$ cat config.mk
export PLATFORM = sky130hd
export DESIGN_NAME = rsbs_reset_boot
export DESIGN_NICKNAME = d
export VERILOG_FILES = /design/src/rsbs_pkg.sv /design/src/rsbs_pin_if.sv /design/src/rsbs_pin_sync.sv /design/src/rsbs_reset_boot.sv
export SDC_FILE = /design/constraint.sdc
export NUM_CORES = 1
export LEC_CHECK = 0
export BUFFER_PORTS_ARGS = -buffer_cell sky130_fd_sc_hd__buf_2
export CORE_MARGIN = 5
export CORE_UTILIZATION = 48
export CTS_CLUSTER_SIZE = 12
export DETAILED_ROUTE_END_ITERATION = 12
export PLACE_DENSITY = 0.79
export SLEW_MARGIN = 20
export SYNTH_ARGS = -nofsm -noshare
export SYNTH_HDL_FRONTEND = slang
export SYNTH_SLANG_ARGS = --single-unit
export TNS_END_PERCENT = 100
$ cat constraint.sdc
create_clock -name sys_clk -period 2 [get_ports sys_clk]
set_input_delay 0.4 -clock sys_clk [delete_from_list [all_inputs] [get_ports sys_clk]]
set_output_delay 0.4 -clock sys_clk [all_outputs]
set_load 0.02 [all_outputs]
$ cat src/rsbs_pkg.sv
// rsbs_pkg: register map, field positions, reset values and counts for the
// reset-source and boot-select block.
// assumes an 8-bit special-function-register bus and one 20 MHz system clock.
package rsbs_pkg;
	// register addresses
	localparam logic [7:0] ADDR_POWER_CTL = 8'h87;
	localparam logic [7:0] ADDR_CHIP_CONTROL = 8'h9f;
	localparam logic [7:0] ADDR_AUX_CONTROL = 8'ha2;
	localparam logic [7:0] ADDR_WDOG_CONTROL = 8'haa;
	localparam logic [7:0] ADDR_ACCESS_KEY = 8'hc7;

	// field positions
	localparam int CHP_TRIG_BIT = 7;
	localparam int CHP_PROG_FAIL_BIT = 6;
	localparam int CHP_BOOT_BIT = 1;
	localparam int CHP_PROG_EN_BIT = 0;
	localparam int AUX_SOFT_FLAG_BIT = 7;
	localparam int AUX_PIN_FLAG_BIT = 6;
	localparam int AUX_FAULT_FLAG_BIT = 5;
	localparam int AUX_SPARE_BIT = 3;
	localparam int AUX_SERIAL_SWAP_BIT = 2;
	localparam int AUX_PTR_SEL_BIT = 0;
	localparam int WD_RUN_BIT = 7;
	localparam int WD_CLEAR_BIT = 6;
	localparam int WD_EXPIRED_BIT = 5;
	localparam int WD_IDLE_RUN_BIT = 4;
	localparam int WD_FLAG_BIT = 3;
	localparam int PWR_ON_FLAG_BIT = 4;
	localparam int CFG_BOOT_BIT = 7;

	// key bytes and values after reset
	localparam logic [7:0] KEY_FIRST = 8'haa;
	localparam logic [7:0] KEY_SECOND = 8'h55;
	localparam logic [7:0] CFG_RESET = 8'hff;
	localparam logic [15:0] BOOT_VECTOR = 16'h0000;
	localparam logic [7:0] SP_RESET = 8'h07;
	localparam logic [7:0] PORT_LATCH_RESET = 8'hff;
	localparam logic [7:0] CLKDIV_UNDIVIDED = 8'h00;
	localparam logic [2:0] WD_PRESCALE_RESET = 3'h0;

	// counts of cycles
	localparam logic [2:0] KEY_WINDOW_CYCLES = 3'h4;
	localparam logic [3:0] RST_HOLD_CYCLES = 4'h2;
	localparam int EXT_FILTER_CYCLES = 24;
	localparam logic [9:0] DBG_QUASI_LSO_CLKS = 10'h258;

	typedef enum logic {RSBS_RUN, RSBS_HOLD} rsbs_state_t;
	typedef enum logic [1:0] {RSBS_KEY_IDLE, RSBS_KEY_ARMED, RSBS_KEY_OPEN} rsbs_key_t;
endpackage : rsbs_pkg

$ cat src/rsbs_pin_if.sv
// rsbs_pin_if: one raw pin-domain level and its synchronised views.
// assumes the sync end drives level, rise and held_low on sys_clk.
`timescale 1ns/100ps
interface rsbs_pin_if;
	logic raw;
	logic level;
	logic rise;
	logic held_low;
	modport sync (input raw, output level, rise, held_low);
	modport user (output raw, input level, rise, held_low);
endinterface : rsbs_pin_if

$ cat src/rsbs_pin_sync.sv
// rsbs_pin_sync: two-flop synchroniser, rising-edge detect and low-time filter.
// assumes raw is asynchronous to sys_clk and idles high.
`timescale 1ns/100ps
module rsbs_pin_sync #(
	parameter int FILTER_CYCLES = 24
) (
	input wire logic sys_clk,
	input wire logic srst,
	rsbs_pin_if.sync pin
);
	typedef struct packed {
		logic s1;
		logic s2;
		logic s3;
		logic [7:0] cnt;
		logic held_low;
	} rsbs_sync_st_t;

	rsbs_sync_st_t st_reg;
	rsbs_sync_st_t st_next;

	always_comb begin
		st_next = st_reg;
		st_next.s1 = pin.raw;
		st_next.s2 = st_reg.s1;
		st_next.s3 = st_reg.s2;
		if (st_reg.s2) begin
			st_next.cnt = 8'h00;
		end else if (st_reg.cnt != 8'(FILTER_CYCLES)) begin
			st_next.cnt = st_reg.cnt + 8'h01;
		end
		// short glitches never reach the count, so they never reset the chip
		st_next.held_low = !st_reg.s2 && (st_next.cnt == 8'(FILTER_CYCLES));
	end

	always_ff @(posedge sys_clk) begin
		if (srst) begin
			st_reg <= '{s1: 1'b1, s2: 1'b1, s3: 1'b1, cnt: 8'h00, held_low: 1'b0};
		end else begin
			st_reg <= st_next;
		end
	end

	assign pin.level = st_reg.s2;
	assign pin.rise = st_reg.s2 && !st_reg.s3;
	assign pin.held_low = st_reg.held_low;
endmodule : rsbs_pin_sync

$ cat src/rsbs_reset_boot.sv
// rsbs_reset_boot: reset sequencer, reset-source flags, timed-access unlock
// and boot-block select, reached over the special-function-register bus.
// assumes sfr strobes are one-cycle pulses on sys_clk; srst is the cold
// (power-on) reset; watchdog, brown-out and fault events are sys_clk pulses.
`timescale 1ns/100ps
module rsbs_reset_boot
	import rsbs_pkg::*;
(
	input wire logic sys_clk,
	input wire logic srst,
	input wire logic [7:0] sfr_addr,
	input wire logic sfr_wr,
	input wire logic [7:0] sfr_wdata,
	input wire logic sfr_rd,
	output logic [7:0] sfr_rdata,
	input wire logic ext_rst_n,
	input wire logic low_speed_osc,
	input wire logic wdt_timeout,
	input wire logic bod_reset_event,
	input wire logic hardfault_event,
	input wire logic power_down,
	input wire logic [7:0] clock_divider_value,
	input wire logic cfg_load,
	input wire logic [7:0] cfg_data,
	output logic core_rst,
	output logic cpu_stall,
	output logic boot_loader_sel,
	output logic [15:0] fetch_addr,
	output logic [7:0] stack_init,
	output logic [7:0] port_latch_init,
	output logic port_input_only,
	output logic periph_irq_disable,
	output logic ram_retained,
	output logic debug_pin_quasi,
	output logic wdt_clear,
	output logic wdt_run,
	output logic [2:0] wdt_prescale,
	output logic wdt_reset_lost
);
	typedef struct packed {
		rsbs_state_t st;
		logic [3:0] hold_cnt;
		logic soft_trig;
		logic boot_sel;
		logic prog_fail;
		logic prog_en;
		logic soft_flag;
		logic pin_flag;
		logic fault_flag;
		logic spare;
		logic serial_swap;
		logic ptr_sel;
		logic pwr_on_flag;
		logic wd_run;
		logic wd_expired;
		logic wd_idle_run;
		logic wd_flag;
		logic [2:0] wd_ps;
		rsbs_key_t key_st;
		logic [2:0] key_cnt;
		logic [7:0] cfg;
		logic [7:0] rdata;
		logic core_rst;
		logic wd_clear;
		logic wd_lost;
		logic cold;
		logic dbg_quasi;
		logic [9:0] lso_cnt;
	} rsbs_st_t;

	rsbs_st_t st_reg;
	rsbs_st_t st_next;

	rsbs_pin_if ext_if ();
	rsbs_pin_if lso_if ();

	logic wr;
	logic key_open;
	logic prot_hit;
	logic soft_go;
	logic wdt_go;
	logic pin_go;
	logic any_go;
	logic reload_boot;

	assign ext_if.raw = ext_rst_n;
	assign lso_if.raw = low_speed_osc;

	rsbs_pin_sync #(
		.FILTER_CYCLES(EXT_FILTER_CYCLES)
	) u_ext_sync (
		.sys_clk(sys_clk),
		.srst(srst),
		.pin(ext_if.sync)
	);

	// the slow oscillator is only counted by edges, so no filter is needed
	rsbs_pin_sync #(
		.FILTER_CYCLES(1)
	) u_lso_sync (
		.sys_clk(sys_clk),
		.srst(srst),
		.pin(lso_if.sync)
	);

	always_comb begin
		st_next = st_reg;
		st_next.wd_clear = 1'b0;
		st_next.wd_lost = 1'b0;

		// register writes are ignored while the core is held in reset
		wr = sfr_wr && (st_reg.st == RSBS_RUN);
		key_open = (st_reg.key_st == RSBS_KEY_OPEN);
		prot_hit = wr && key_open && (sfr_addr == ADDR_CHIP_CONTROL || sfr_addr == ADDR_WDOG_CONTROL);

		unique case (st_reg.key_st)
			RSBS_KEY_IDLE: begin
				st_next.key_st = RSBS_KEY_IDLE;
			end
			RSBS_KEY_ARMED: begin
				if (wr && sfr_addr != ADDR_ACCESS_KEY) begin
					st_next.key_st = RSBS_KEY_IDLE;
				end
			end
			RSBS_KEY_OPEN: begin
				// window closes on time-out or after one protected write
				if (st_reg.key_cnt == 3'h0 || prot_hit) begin
					st_next.key_st = RSBS_KEY_IDLE;
				end else begin
					st_next.key_cnt = st_reg.key_cnt - 3'h1;
				end
			end
		endcase
		if (wr && sfr_addr == ADDR_ACCESS_KEY) begin
			if (sfr_wdata == KEY_FIRST) begin
				st_next.key_st = RSBS_KEY_ARMED;
			end else if (sfr_wdata == KEY_SECOND && st_reg.key_st == RSBS_KEY_ARMED) begin
				st_next.key_st = RSBS_KEY_OPEN;
				st_next.key_cnt = KEY_WINDOW_CYCLES - 3'h1;
			end else begin
				st_next.key_st = RSBS_KEY_IDLE;
			end
		end

		soft_go = prot_hit && (sfr_addr == ADDR_CHIP_CONTROL) && sfr_wdata[CHP_TRIG_BIT];

		wdt_go = wdt_timeout && !(power_down && clock_divider_value != CLKDIV_UNDIVIDED);
		st_next.wd_lost = wdt_timeout && !wdt_go;
		pin_go = ext_if.held_low;
		any_go = soft_go || wdt_go || pin_go || bod_reset_event || hardfault_event;
		reload_boot = wdt_go || pin_go || bod_reset_event || hardfault_event;

		// software writes come first so that a same-cycle event wins below
		if (wr && sfr_addr == ADDR_CHIP_CONTROL && key_open) begin
			st_next.prog_fail = sfr_wdata[CHP_PROG_FAIL_BIT];
			st_next.boot_sel = sfr_wdata[CHP_BOOT_BIT];
			st_next.prog_en = sfr_wdata[CHP_PROG_EN_BIT];
		end
		if (wr && sfr_addr == ADDR_AUX_CONTROL) begin
			st_next.soft_flag = sfr_wdata[AUX_SOFT_FLAG_BIT];
			st_next.pin_flag = sfr_wdata[AUX_PIN_FLAG_BIT];
			st_next.fault_flag = sfr_wdata[AUX_FAULT_FLAG_BIT];
			st_next.spare = sfr_wdata[AUX_SPARE_BIT];
			st_next.serial_swap = sfr_wdata[AUX_SERIAL_SWAP_BIT];
			st_next.ptr_sel = sfr_wdata[AUX_PTR_SEL_BIT];
		end
		if (wr && sfr_addr == ADDR_POWER_CTL) begin
			st_next.pwr_on_flag = sfr_wdata[PWR_ON_FLAG_BIT];
		end
		if (wr && sfr_addr == ADDR_WDOG_CONTROL && key_open) begin
			st_next.wd_run = sfr_wdata[WD_RUN_BIT];
			st_next.wd_expired = sfr_wdata[WD_EXPIRED_BIT];
			st_next.wd_idle_run = sfr_wdata[WD_IDLE_RUN_BIT];
			st_next.wd_flag = sfr_wdata[WD_FLAG_BIT];
			st_next.wd_ps = sfr_wdata[2:0];
			st_next.wd_clear = sfr_wdata[WD_CLEAR_BIT];
		end

		if (cfg_load) begin
			st_next.cfg = cfg_data;
		end

		unique case (st_reg.st)
			RSBS_RUN: begin
				st_next.core_rst = 1'b0;
			end
			RSBS_HOLD: begin
				st_next.core_rst = 1'b1;
				if (st_reg.hold_cnt != 4'h0) begin
					st_next.hold_cnt = st_reg.hold_cnt - 4'h1;
				end else if (ext_if.level) begin
					// pin released and minimum hold served
					st_next.st = RSBS_RUN;
					st_next.core_rst = 1'b0;
					st_next.soft_trig = 1'b0;
					st_next.dbg_quasi = 1'b1;
					st_next.lso_cnt = 10'h000;
				end
			end
		endcase

		if (any_go) begin
			st_next.st = RSBS_HOLD;
			st_next.core_rst = 1'b1;
			st_next.hold_cnt = RST_HOLD_CYCLES - 4'h1;
			st_next.cold = 1'b0;
			st_next.soft_trig = st_reg.soft_trig || soft_go;
			st_next.key_st = RSBS_KEY_IDLE;
			// warm reset returns the plain control bits to their reset values
			st_next.prog_fail = 1'b0;
			st_next.prog_en = 1'b0;
			st_next.spare = 1'b0;
			st_next.serial_swap = 1'b0;
			st_next.ptr_sel = 1'b0;
			st_next.wd_run = 1'b0;
			st_next.wd_expired = 1'b0;
			st_next.wd_idle_run = 1'b0;
			st_next.wd_ps = WD_PRESCALE_RESET;
			st_next.wd_clear = 1'b0;
		end
		if (reload_boot) begin
			st_next.boot_sel = !st_reg.cfg[CFG_BOOT_BIT];
		end
		if (wdt_go) begin
			st_next.wd_flag = 1'b1;
		end
		if (soft_go) begin
			st_next.soft_flag = 1'b1;
		end
		if (pin_go) begin
			st_next.pin_flag = 1'b1;
		end
		if (hardfault_event) begin
			st_next.fault_flag = 1'b1;
		end

		if (st_reg.dbg_quasi && st_reg.st == RSBS_RUN && lso_if.rise) begin
			if (st_reg.lso_cnt == DBG_QUASI_LSO_CLKS - 10'h001) begin
				st_next.dbg_quasi = 1'b0;
			end else begin
				st_next.lso_cnt = st_reg.lso_cnt + 10'h001;
			end
		end

		// read data answers one cycle after the strobe and then holds
		if (sfr_rd) begin
			unique case (sfr_addr)
				ADDR_POWER_CTL: begin
					st_next.rdata = {3'h0, st_reg.pwr_on_flag, 4'h0};
				end
				ADDR_CHIP_CONTROL: begin
					st_next.rdata = {1'b0, st_reg.prog_fail, 4'h0, st_reg.boot_sel, st_reg.prog_en};
				end
				ADDR_AUX_CONTROL: begin
					st_next.rdata = {st_reg.soft_flag, st_reg.pin_flag, st_reg.fault_flag, 1'b0,
						st_reg.spare, st_reg.serial_swap, 1'b0, st_reg.ptr_sel};
				end
				ADDR_WDOG_CONTROL: begin
					st_next.rdata = {st_reg.wd_run, 1'b0, st_reg.wd_expired, st_reg.wd_idle_run,
						st_reg.wd_flag, st_reg.wd_ps};
				end
				default: begin
					st_next.rdata = 8'h00;
				end
			endcase
		end
	end

	always_ff @(posedge sys_clk) begin
		if (srst) begin
			st_reg <= '0;
			st_reg.st <= RSBS_HOLD;
			st_reg.hold_cnt <= RST_HOLD_CYCLES - 4'h1;
			st_reg.core_rst <= 1'b1;
			st_reg.pwr_on_flag <= 1'b1;
			st_reg.cold <= 1'b1;
			st_reg.cfg <= CFG_RESET;
			st_reg.boot_sel <= !CFG_RESET[CFG_BOOT_BIT];
			st_reg.wd_ps <= WD_PRESCALE_RESET;
			st_reg.key_st <= RSBS_KEY_IDLE;
		end else begin
			st_reg <= st_next;
		end
	end

	assign sfr_rdata = st_reg.rdata;
	assign core_rst = st_reg.core_rst;
	assign cpu_stall = soft_go || st_reg.core_rst;
	assign boot_loader_sel = st_reg.boot_sel;
	assign fetch_addr = BOOT_VECTOR;
	assign stack_init = SP_RESET;
	assign port_latch_init = PORT_LATCH_RESET;
	assign port_input_only = st_reg.core_rst;
	assign periph_irq_disable = st_reg.core_rst;
	assign ram_retained = !st_reg.cold;
	assign debug_pin_quasi = st_reg.dbg_quasi;
	assign wdt_clear = st_reg.wd_clear;
	assign wdt_run = st_reg.wd_run;
	assign wdt_prescale = st_reg.wd_ps;
	assign wdt_reset_lost = st_reg.wd_lost;
endmodule : rsbs_reset_boot

Word-level counts from Yosys, hierarchy flattened
Index checks and enable logic that the tools add are counted.

Input bits: 43. Word-level logic and storage cells: 139. Flip-flop bits (word level): 72. Output and inout bits: 53.

Reductions and logical operators: 50. Add/subtract/negate cells: 4. Equality and inequality tests: 15. Muxes and demuxes: 34. Bitwise logic cells: 2.

Operator list (number): == test 8 bit, second input constant (6); two-way mux 11 bit (4); one-hot mux 8 bit (4 select lines) (1); logical AND 1 bit (21); two-way mux 8 bit (2); two-way mux 3 bit (5); two-way mux 6 bit (2); adder 10 x 1 -> 10 bit, second input constant (1); == test 10 bit, second input constant (1); logical OR 1 bit (10); two-way mux 1 bit (10); two-way mux 10 bit (1); nonzero test 2 bit (5); adder 8 x 1 -> 8 bit, second input constant (1); == test 8 x 5 -> 1 bit, second input constant (1); == test 8 x 7 -> 1 bit, second input constant (1); two-way mux 2 bit (4); two-way mux 4 bit (2); != test 8 x 5 -> 1 bit, second input constant (1); != test 8 bit, second input constant (1); nonzero test 8 bit (1); logical NOT 1 bit (6); one-hot mux 2 bit (3 select lines) (1); two-way mux 5 bit (1); other kinds (14) (16).

Logic depth before layout (Yosys ltp)
Gate-level depths: netlist (run 1).

Depth in word-level cells: 11. Depth in mapped cells: 6. Depth with buffers taken out: 6.

Hierarchy
From an unflattened synthesis (run 1), not the netlist that was laid out.

Cells, all modules: 452. Area, all modules: 4050.1 µm².

Modules (own cells, without submodules): rsbs_reset_boot (cells each 326, area an instance 2892.8 µm², instances 1); rsbs_pin_sync at u_lso_sync (cells each 63, area an instance 579.3 µm², instances 1); rsbs_pin_sync at u_ext_sync (cells each 63, area an instance 578.1 µm², instances 1).

Least setup slack after synthesis (run 1)
OpenSTA, ideal clock, no wires.

Path kind: reg-to-reg. From: register u_ext_sync.st_reg[1] in the netlist's numbering. To: register u_ext_sync.st_reg, in the netlist u_ext_sync.pin.held_low. Data arrival time: 1.808 ns. Stages on the path, launching flop included: 6. Library setup time: 0.103 ns. Path buffers: 0. Period minus slack after synthesis: 1.912 ns. Setup slack: 0.088 ns. Required time: 1.897 ns. Cells stage by stage: dfxtp_1 > ha_1 > and2_1 > or4b_1 > a211o_1 > a2111oi_2.

Longest elaborated chain between the ends: 5. Elaborated cells between the ends (all ways): 6.

RTL lines: start, declared (RTL line rsbs_pin_sync.sv:19) `rsbs_sync_st_t st_reg;`; start signal, assigned (RTL line rsbs_pin_sync.sv:38) `st_reg <= '{s1: 1'b1, s2: 1'b1, s3: 1'b1, cnt: 8'h00, held_low: 1'b0};`; start signal, assigned (RTL line rsbs_pin_sync.sv:40) `st_reg <= st_next;`; adder 8 x 1 -> 8 bit or != test 8 x 5 -> 1 bit (tied branches) (RTL line rsbs_pin_sync.sv:30, rsbs_pin_sync.sv:29); two-way mux 8 bit * (RTL line rsbs_pin_sync.sv:29) `end else if (st_reg.cnt != 8'(FILTER_CYCLES)) begin`; two-way mux 8 bit * (RTL line rsbs_pin_sync.sv:27) `if (st_reg.s2) begin`; == test 8 x 5 -> 1 bit * (RTL line rsbs_pin_sync.sv:33) `st_next.held_low = !st_reg.s2 && (st_next.cnt == 8'(FILTER_CYCLES));`; logical AND 1 bit * (RTL line rsbs_pin_sync.sv:33).

Every way passes the cells marked *; elsewhere a longest branch is shown, timed or not. A chain may end at the register's enable or synchronous reset.

Worst setup path after layout (run 1)
Same ends and word-level chain as after synthesis.

==> flow_summary_export.csv, run 1 <==
group,metric,value,unit
timing,hold_viol,0,
cts,cts_tree,"built",
yosys,synth_cells,408,
global_route,grtUsageMet1,0.228,
timing,hold-worst-slack,0.238,ns
cts,clk_latency,0.34,ns
timing,setup_tns,0,ns
worst_setup_path,end_kind,"register",
cells_and_area,area_growth,17.1,%
timing,slew_viol_final,0,
die,die_area,9320,um2
cts,ctsRootBufferMaster,"clkbuf_8",
yosys,synth-edff-count,0,
global_route,grt_usage,0.189,
timing,final.setup_skew,0.0121,ns
yosys,synthFlopType,"dfxtp_1",
timing,fmax,0.519,GHz
worst_setup_path,slowest_stage,"or4b_1",
worst_setup_path,crit_required,2.25,ns
cells_and_area,mostFrequentLayoutCell,"dfxtp_1",
global_route,grt.overflow.total,0,
cts,clockBufferDepth,2,
worst_setup_path,path_buf_inv,0,
pwr,ir_drop,0.000401,V
cells_and_area,seq_area,1290,um2
cells_and_area,fin_nets,525,
route,firstDrtPassIters,5,
timing,setup_viol,0,
cells_and_area,nFillCells,658,
worst_setup_path,cp.arrival,2.17,ns
cts,numCtsBuffers,9,
global_route,grt_pass1_vias,2984,
place,routabilityCongestion,0.930,
global_route,met2_usage,0.325,
cells_and_area,diodes,0,
yosys,avgSynthCellArea,8.81,um2
flow_run,max_cap_viol_count,0,
yosys,yosys_register_bits,64,
yosys,synth_area,3600,um2
timing,final.min_clock_period,1.93,ns
die,fp.dieH,96.6,um
yosys,synthArstFlopShare,0,
worst_setup_path,critPathTopFamily,"simple AND/OR/NAND/NOR gates",
status,outcome,"finished clean",
worst_setup_path,cp_cell_sequence,"ha_1 -> and2_4 -> or4b_1 -> a211o_1 -> a2111oi_4",
cells_and_area,layout_common_cells,"dfxtp_1 (61), buf_2 (55), conb_1 (32)",
cells_and_area,multiInputGateArea,2000,um2
route,antenna_left,0,
cts,h-tree-depth,3,
global_route,antenna_found_initial,0,
die,initial_core_util,0.493,
timing,rsz0062_at_grt,"true",
timing,fin_crit_sh,0.964,
yosys,ys_warn_count,0,
cts,cts_num_sinks,64,
route,wl_per_cell,14.9,um
pwr,p_leak,1.72,nW
die,fp.dieW,96.6,um
pwr,p_total,2.80,mW
pwr,power_density,665,nW/um2
route,first_iter_violations,120,
worst_setup_path,rr_worst_depth,5,
die,row_count,31,
cts,clk_pin_slew,0.08,ns
yosys,synth.distinct_cells,64,
global_route,grt_pass1_wl,13.6,mm
worst_setup_path,max_stage_delay,0.50,ns
die,core,7290,um2
global_route,grt_use_met3,0.0465,
worst_setup_path,criticalPathCategory,"reg2reg",
place,dp_cells,561,
global_route,grt_max_degree,26,
cells_and_area,layout.cells.non_filler,580,
worst_hold_path,worstHoldPathCells,2,
worst_setup_path,cp_max_fo,2,
place,dp_hpwl,6.40,mm
route,vias,3094,
worst_hold_path,min_path_type,"in2reg",
yosys,synth.yosys.seq_area_share,0.356,
cells_and_area,largest_reg_flops,34,
cells_and_area,drive_gt1_frac,0.279,
place,port_buffers,56,
global_route,busiest_layer,"met2",
route,drt_wl_total,8.62,mm
die,io_pins,96,
route,drc,0,
worst_setup_path,start_kind,"register",
route,viasPerCell,5.33,
worst_setup_path,critical_path_depth,5,
-- timing repair --
item | 4_1_cts | 5_1_grt
setup buffers | 3 | 0
pin swaps | 1 | 1
hold buffers | 0 | 0
endpoints found under the setup margin | 1 | 3
gates resized for setup | 7 | 5
-- path summary, 6_finish.rpt --
path / start / to / slack, ns
worst max register to register: u_ext_sync.st_reg[1]$_SDFF_PP0_ / u_ext_sync.pin.held_low$_SDFF_PP0_ / 0.07
worst max-delay path: u_ext_sync.st_reg[1]$_SDFF_PP0_ / u_ext_sync.pin.held_low$_SDFF_PP0_ / 0.07
worst min-delay path: ext_rst_n / u_ext_sync.st_next[10]$_SDFF_PP1_ / 0.24
worst min register to register: u_ext_sync.st_next[10]$_SDFF_PP1_ / u_ext_sync.pin.level$_SDFF_PP1_ / 0.41
-- worst reg2reg max path, cell delays in order (launching register included) --
cell and delay, ns:
dfxtp_1 0.32, ha_1 0.21, and2_4 0.15, or4b_1 0.50
a211o_1 0.31, a2111oi_4 0.34
-- logic make-up after synthesis --
group	after synthesis	synth area share
AO/OA/AOI/OAI	64	0.124
other	2	0.00209
AND/OR/NAND/NOR	161	0.273
XOR/XNOR	12	0.0292
flip-flops	64	0.356
adder cells (fa/ha/maj)	6	0.0209
buffers and inverters	75	0.127
multiplexers	24	0.0672
-- routing by layer --
metal  vias to the layer above  share of wire
li1                       1518              -
met1                      1466           0.43
met2                        97           0.49
met3                        13          0.069
met4                         0          0.017
met5                         -              0
-- power by group --
part | internal [mW] | leakage [nW] | switching (mW) | total (mW)
combinational | 0.0866 | 1.09 | 0.168 | 0.255
sequential | 1.29 | 0.519 | 0.00859 | 1.30
clock | 0.737 | 0.114 | 0.513 | 1.25
total | 2.11 | 1.72 | 0.689 | 2.80
-- area by class of cell --
| class | instances | area share |
|---|---|---|
| clock buffer | 11 | 0.0336 |
| clock inverter | 5 | 0.0187 |
| inverter | 18 | 0.0160 |
| multi-input combinational | 299 | 0.475 |
| sequential | 64 | 0.306 |
| tap | 99 | 0.0294 |
| timing repair buffer | 84 | 0.121 |
-- cell usage after synthesis (all sizes together), types with 6 or more instances --
master   n  area (um2)
nand2b   8        50.1
o211ai   9        72.6
inv     18        67.6
nor2    18        67.6
or2     11        68.8
and2     6        37.5
xor2     6        52.6
nand4    7        43.8
a21oi   18        90.1
nand3   11        55.1
clkbuf   6        22.5
xnor2    6        52.6
nand2   28         108
mux2i   23         230
nor2b    7        43.8
o21ai   11        55.1
buf     51         368
ha       6        75.1
dfxtp   64        1280
nor3    25         145
nor4     6        58.8
-- stage by stage --
stage          cell area, um2   util  worst slack, ns
2_1_floorplan            3710      -           0.0882
3_3_place_gp             3920  0.538           0.0708
3_5_place_dp             3920  0.538          -0.0152
4_1_cts                  4180  0.573           0.0140
5_1_grt                  4210  0.577         -0.00652
6_report                 4210  0.577           0.0723
No activity file was read; power rests on OpenSTA's default activity.
==> run 2, diff against run 1 <==
--- a/config.mk
+++ b/config.mk
@@ -6,6 +6,7 @@
 export NUM_CORES = 1
 export LEC_CHECK = 0
 export BUFFER_PORTS_ARGS = -buffer_cell sky130_fd_sc_hd__buf_2
+export CORE_ASPECT_RATIO = 1.5
 export CORE_MARGIN = 5
 export CORE_UTILIZATION = 48
 export CTS_CLUSTER_SIZE = 12
==> run 2 against run 1 <==
  * Largest cell class unchanged
  * Sequential power about the same
  * Combinational power up 2%
  * Worst setup slack worse by 0.057 ns
  * Utilization about the same
  * Final area down 0.30%
  * Count of clock-buffer cells in the layout down 2
  * Sequential share of layout area up 0.061 points
  * Global-route usage up 0.31 points
==> flow_summary_export.csv, run 2 (same netlist as run 1, synthesis figures left out) <==
group,metric,value,unit
status,outcome,"finished clean",
cells_and_area,drive_gt1_frac,0.293,
pwr,power_density,616,nW/um2
cts,clk_latency,0.36,ns
route,viasPerCell,5.48,
cells_and_area,fin_nets,526,
die,die_area,9360,um2
cells_and_area,layout.cells.non_filler,582,
worst_setup_path,rr_worst_depth,5,
worst_hold_path,hold_end,"u_ext_sync.st_next[10]$_SDFF_PP1_",
cts,cts_tree,"built",
cells_and_area,design_area,4200,um2
worst_setup_path,r2r_setup_slack,0.05,ns
timing,hold-worst-slack,0.220,ns
timing,setup_viol,0,
cells_and_area,diodes,0,
cells_and_area,nFillCells,676,
flow_run,max_cap_viol_count,0,
cts,clockBufferDepth,2,
global_route,grt.overflow.total,0,
route,wl_per_cell,15.4,um
worst_setup_path,end_kind,"output port",
pwr,p_leak,1.70,nW
pwr,ir_drop,0.000402,V
timing,max_slew_margin,0.615,
route,antenna_left,0,
worst_hold_path,min_path_type,"in2reg",
worst_setup_path,max_stage_delay,0.34,ns
worst_hold_path,hp-start,"ext_rst_n",
global_route,antenna_found_initial,0,
worst_setup_path,cp_max_fo,4,
cells_and_area,area_growth,16.7,%
timing,tightest_slew,0.570,ns
place,port_buffers,56,
timing,hold_viol,0,
worst_setup_path,cp.arrival,1.58,ns
timing,fin_crit_sh,0.992,
timing,slew_viol_final,0,
cells_and_area,largest_reg_flops,34,
global_route,grt_max_degree,26,
die,row_count,38,
die,fp.dieW,80.7,um
cts,clk_pin_slew,0.07,ns
cts,numCtsBuffers,9,
place,dp_hpwl,6.48,mm
worst_setup_path,start_kind,"register",
place,dp_cells,562,
pwr,p_total,2.58,mW
route,vias,3189,
timing,setup_tns,0,ns
cts,cts_num_sinks,64,
route,first_iter_violations,221,
cts,h-tree-depth,3,
cells_and_area,layout_common_cells,"dfxtp_1 (60), buf_2 (55), conb_1 (32)",
worst_setup_path,r2r-start,"u_ext_sync.st_reg[1]$_SDFF_PP0_",
place,place_area,3920,um2
worst_setup_path,slowest_stage,"dfxtp_1",
cts,ctsRootBufferMaster,"clkbuf_8",
route,drt_wl_total,8.98,mm
worst_setup_path,criticalPathCategory,"reg2out",
die,io_pins,96,
die,initial_core_util,0.494,
timing,fmax,0.504,GHz
global_route,grt_pass1_vias,3008,
die,fp.dieH,116,um
place,routabilityCongestion,0.849,
timing,final.min_clock_period,1.98,ns
route,firstDrtPassIters,4,
global_route,grt_usage,0.192,
timing,final.setup_skew,0.00793,ns
die,core,7270,um2
global_route,grt_pass1_wl,13.9,mm
worst_setup_path,cp_cell_sequence,"and4bb_2 -> and3_4 -> or2_2 -> buf_4",
worst_hold_path,worstHoldPathCells,2,
route,drc,0,
worst_setup_path,crit_required,1.60,ns
cells_and_area,mostFrequentLayoutCell,"dfxtp_1",
worst_setup_path,r2r_end,"u_ext_sync.pin.held_low$_SDFF_PP0_",
==> run 2: cell types whose count changed in the layout (fill, tap and decap cells not counted), moves of 2 or more <==
| cell | delta |
|---|---|
| bufinv_16 | -2 |
| clkinvlp_4 | +2 |
| inv_6 | +2 |
| dfxtp_2 | +2 |
| inv_1 | -2 |
==> run 2: repair_timing <==
action	CTS	global route
pin swaps	1	4
resized for setup	4	13
setup endpoints to repair	1	3
setup buffers	1	3
hold buffers	0	0
==> run 2: final cells by class <==
cell class,count,area (um2),share of cell area
Clock inverter,7,55.1,0.0131
Timing Repair Buffer,85,517,0.123
Tap cell,100,125,0.0298
Inverter,18,70.1,0.0167
Multi-Input combinational cell,299,2020,0.481
Clock buffer,9,124,0.0295
Sequential cell,64,1290,0.306
==> run 2: worst max-delay path by stage <==
stage | slack, ns | cells past startpoint | endpoint | startpoint
2_1_floorplan | 0.09 | 5 | u_ext_sync.pin.held_low$_SDFF_PP0_ | u_ext_sync.st_reg[1]$_SDFF_PP0_
3_3_place_gp | 0.08 | 5 | st_reg[35]$_SDFFE_PP0P_ | sfr_addr[5]
3_5_place_dp | 0.02 | 5 | u_ext_sync.pin.held_low$_SDFF_PP0_ | u_ext_sync.st_reg[1]$_SDFF_PP0_
4_1_cts | 0.0004 | 7 | u_ext_sync.pin.held_low$_SDFF_PP0_ | u_ext_sync.st_reg[1]$_SDFF_PP0_
5_1_grt | -0.05 | 7 | u_ext_sync.pin.held_low$_SDFF_PP0_ | u_ext_sync.st_reg[2]$_SDFF_PP0_
6_report | 0.02 | 4 | cpu_stall | st_reg[35]$_SDFFE_PP0P_
==> run 2: report_power, final <==
group | switching [mW] | internal [mW]
Combinational | 0.171 | 0.0879
Sequential | 0.00894 | 1.29
Clock | 0.567 | 0.461
==> run 2: worst max-delay path: cells and delay by family (launching register included) <==
| family | cells | cell delay, ns |
|---|---|---|
| DFF | 1 | 0.34 |
| and+or+nand+nor | 3 | 0.72 |
| buffers and inverters | 1 | 0.16 |
==> run 2: layer usage <==
layer  routed length [um]  vias to the layer above  GRT usage  share of wire
met1                 3420                     1502      0.213           0.38
met3                  687                       32     0.0334          0.076
li1                     -                     1510          -              -
met2                 4500                      145      0.329           0.50
met4                  370                        0      0.136          0.041
met5                    0                        -          0              0
==> run 2: stage by stage <==
stage,utilization,worst slack [ns]
after floorplan,-,0.0882
after global placement,0.539,0.0813
after detailed placement,0.539,0.0232
after CTS,0.566,0.000385
after global routing,0.577,-0.0467
final,0.577,0.0156
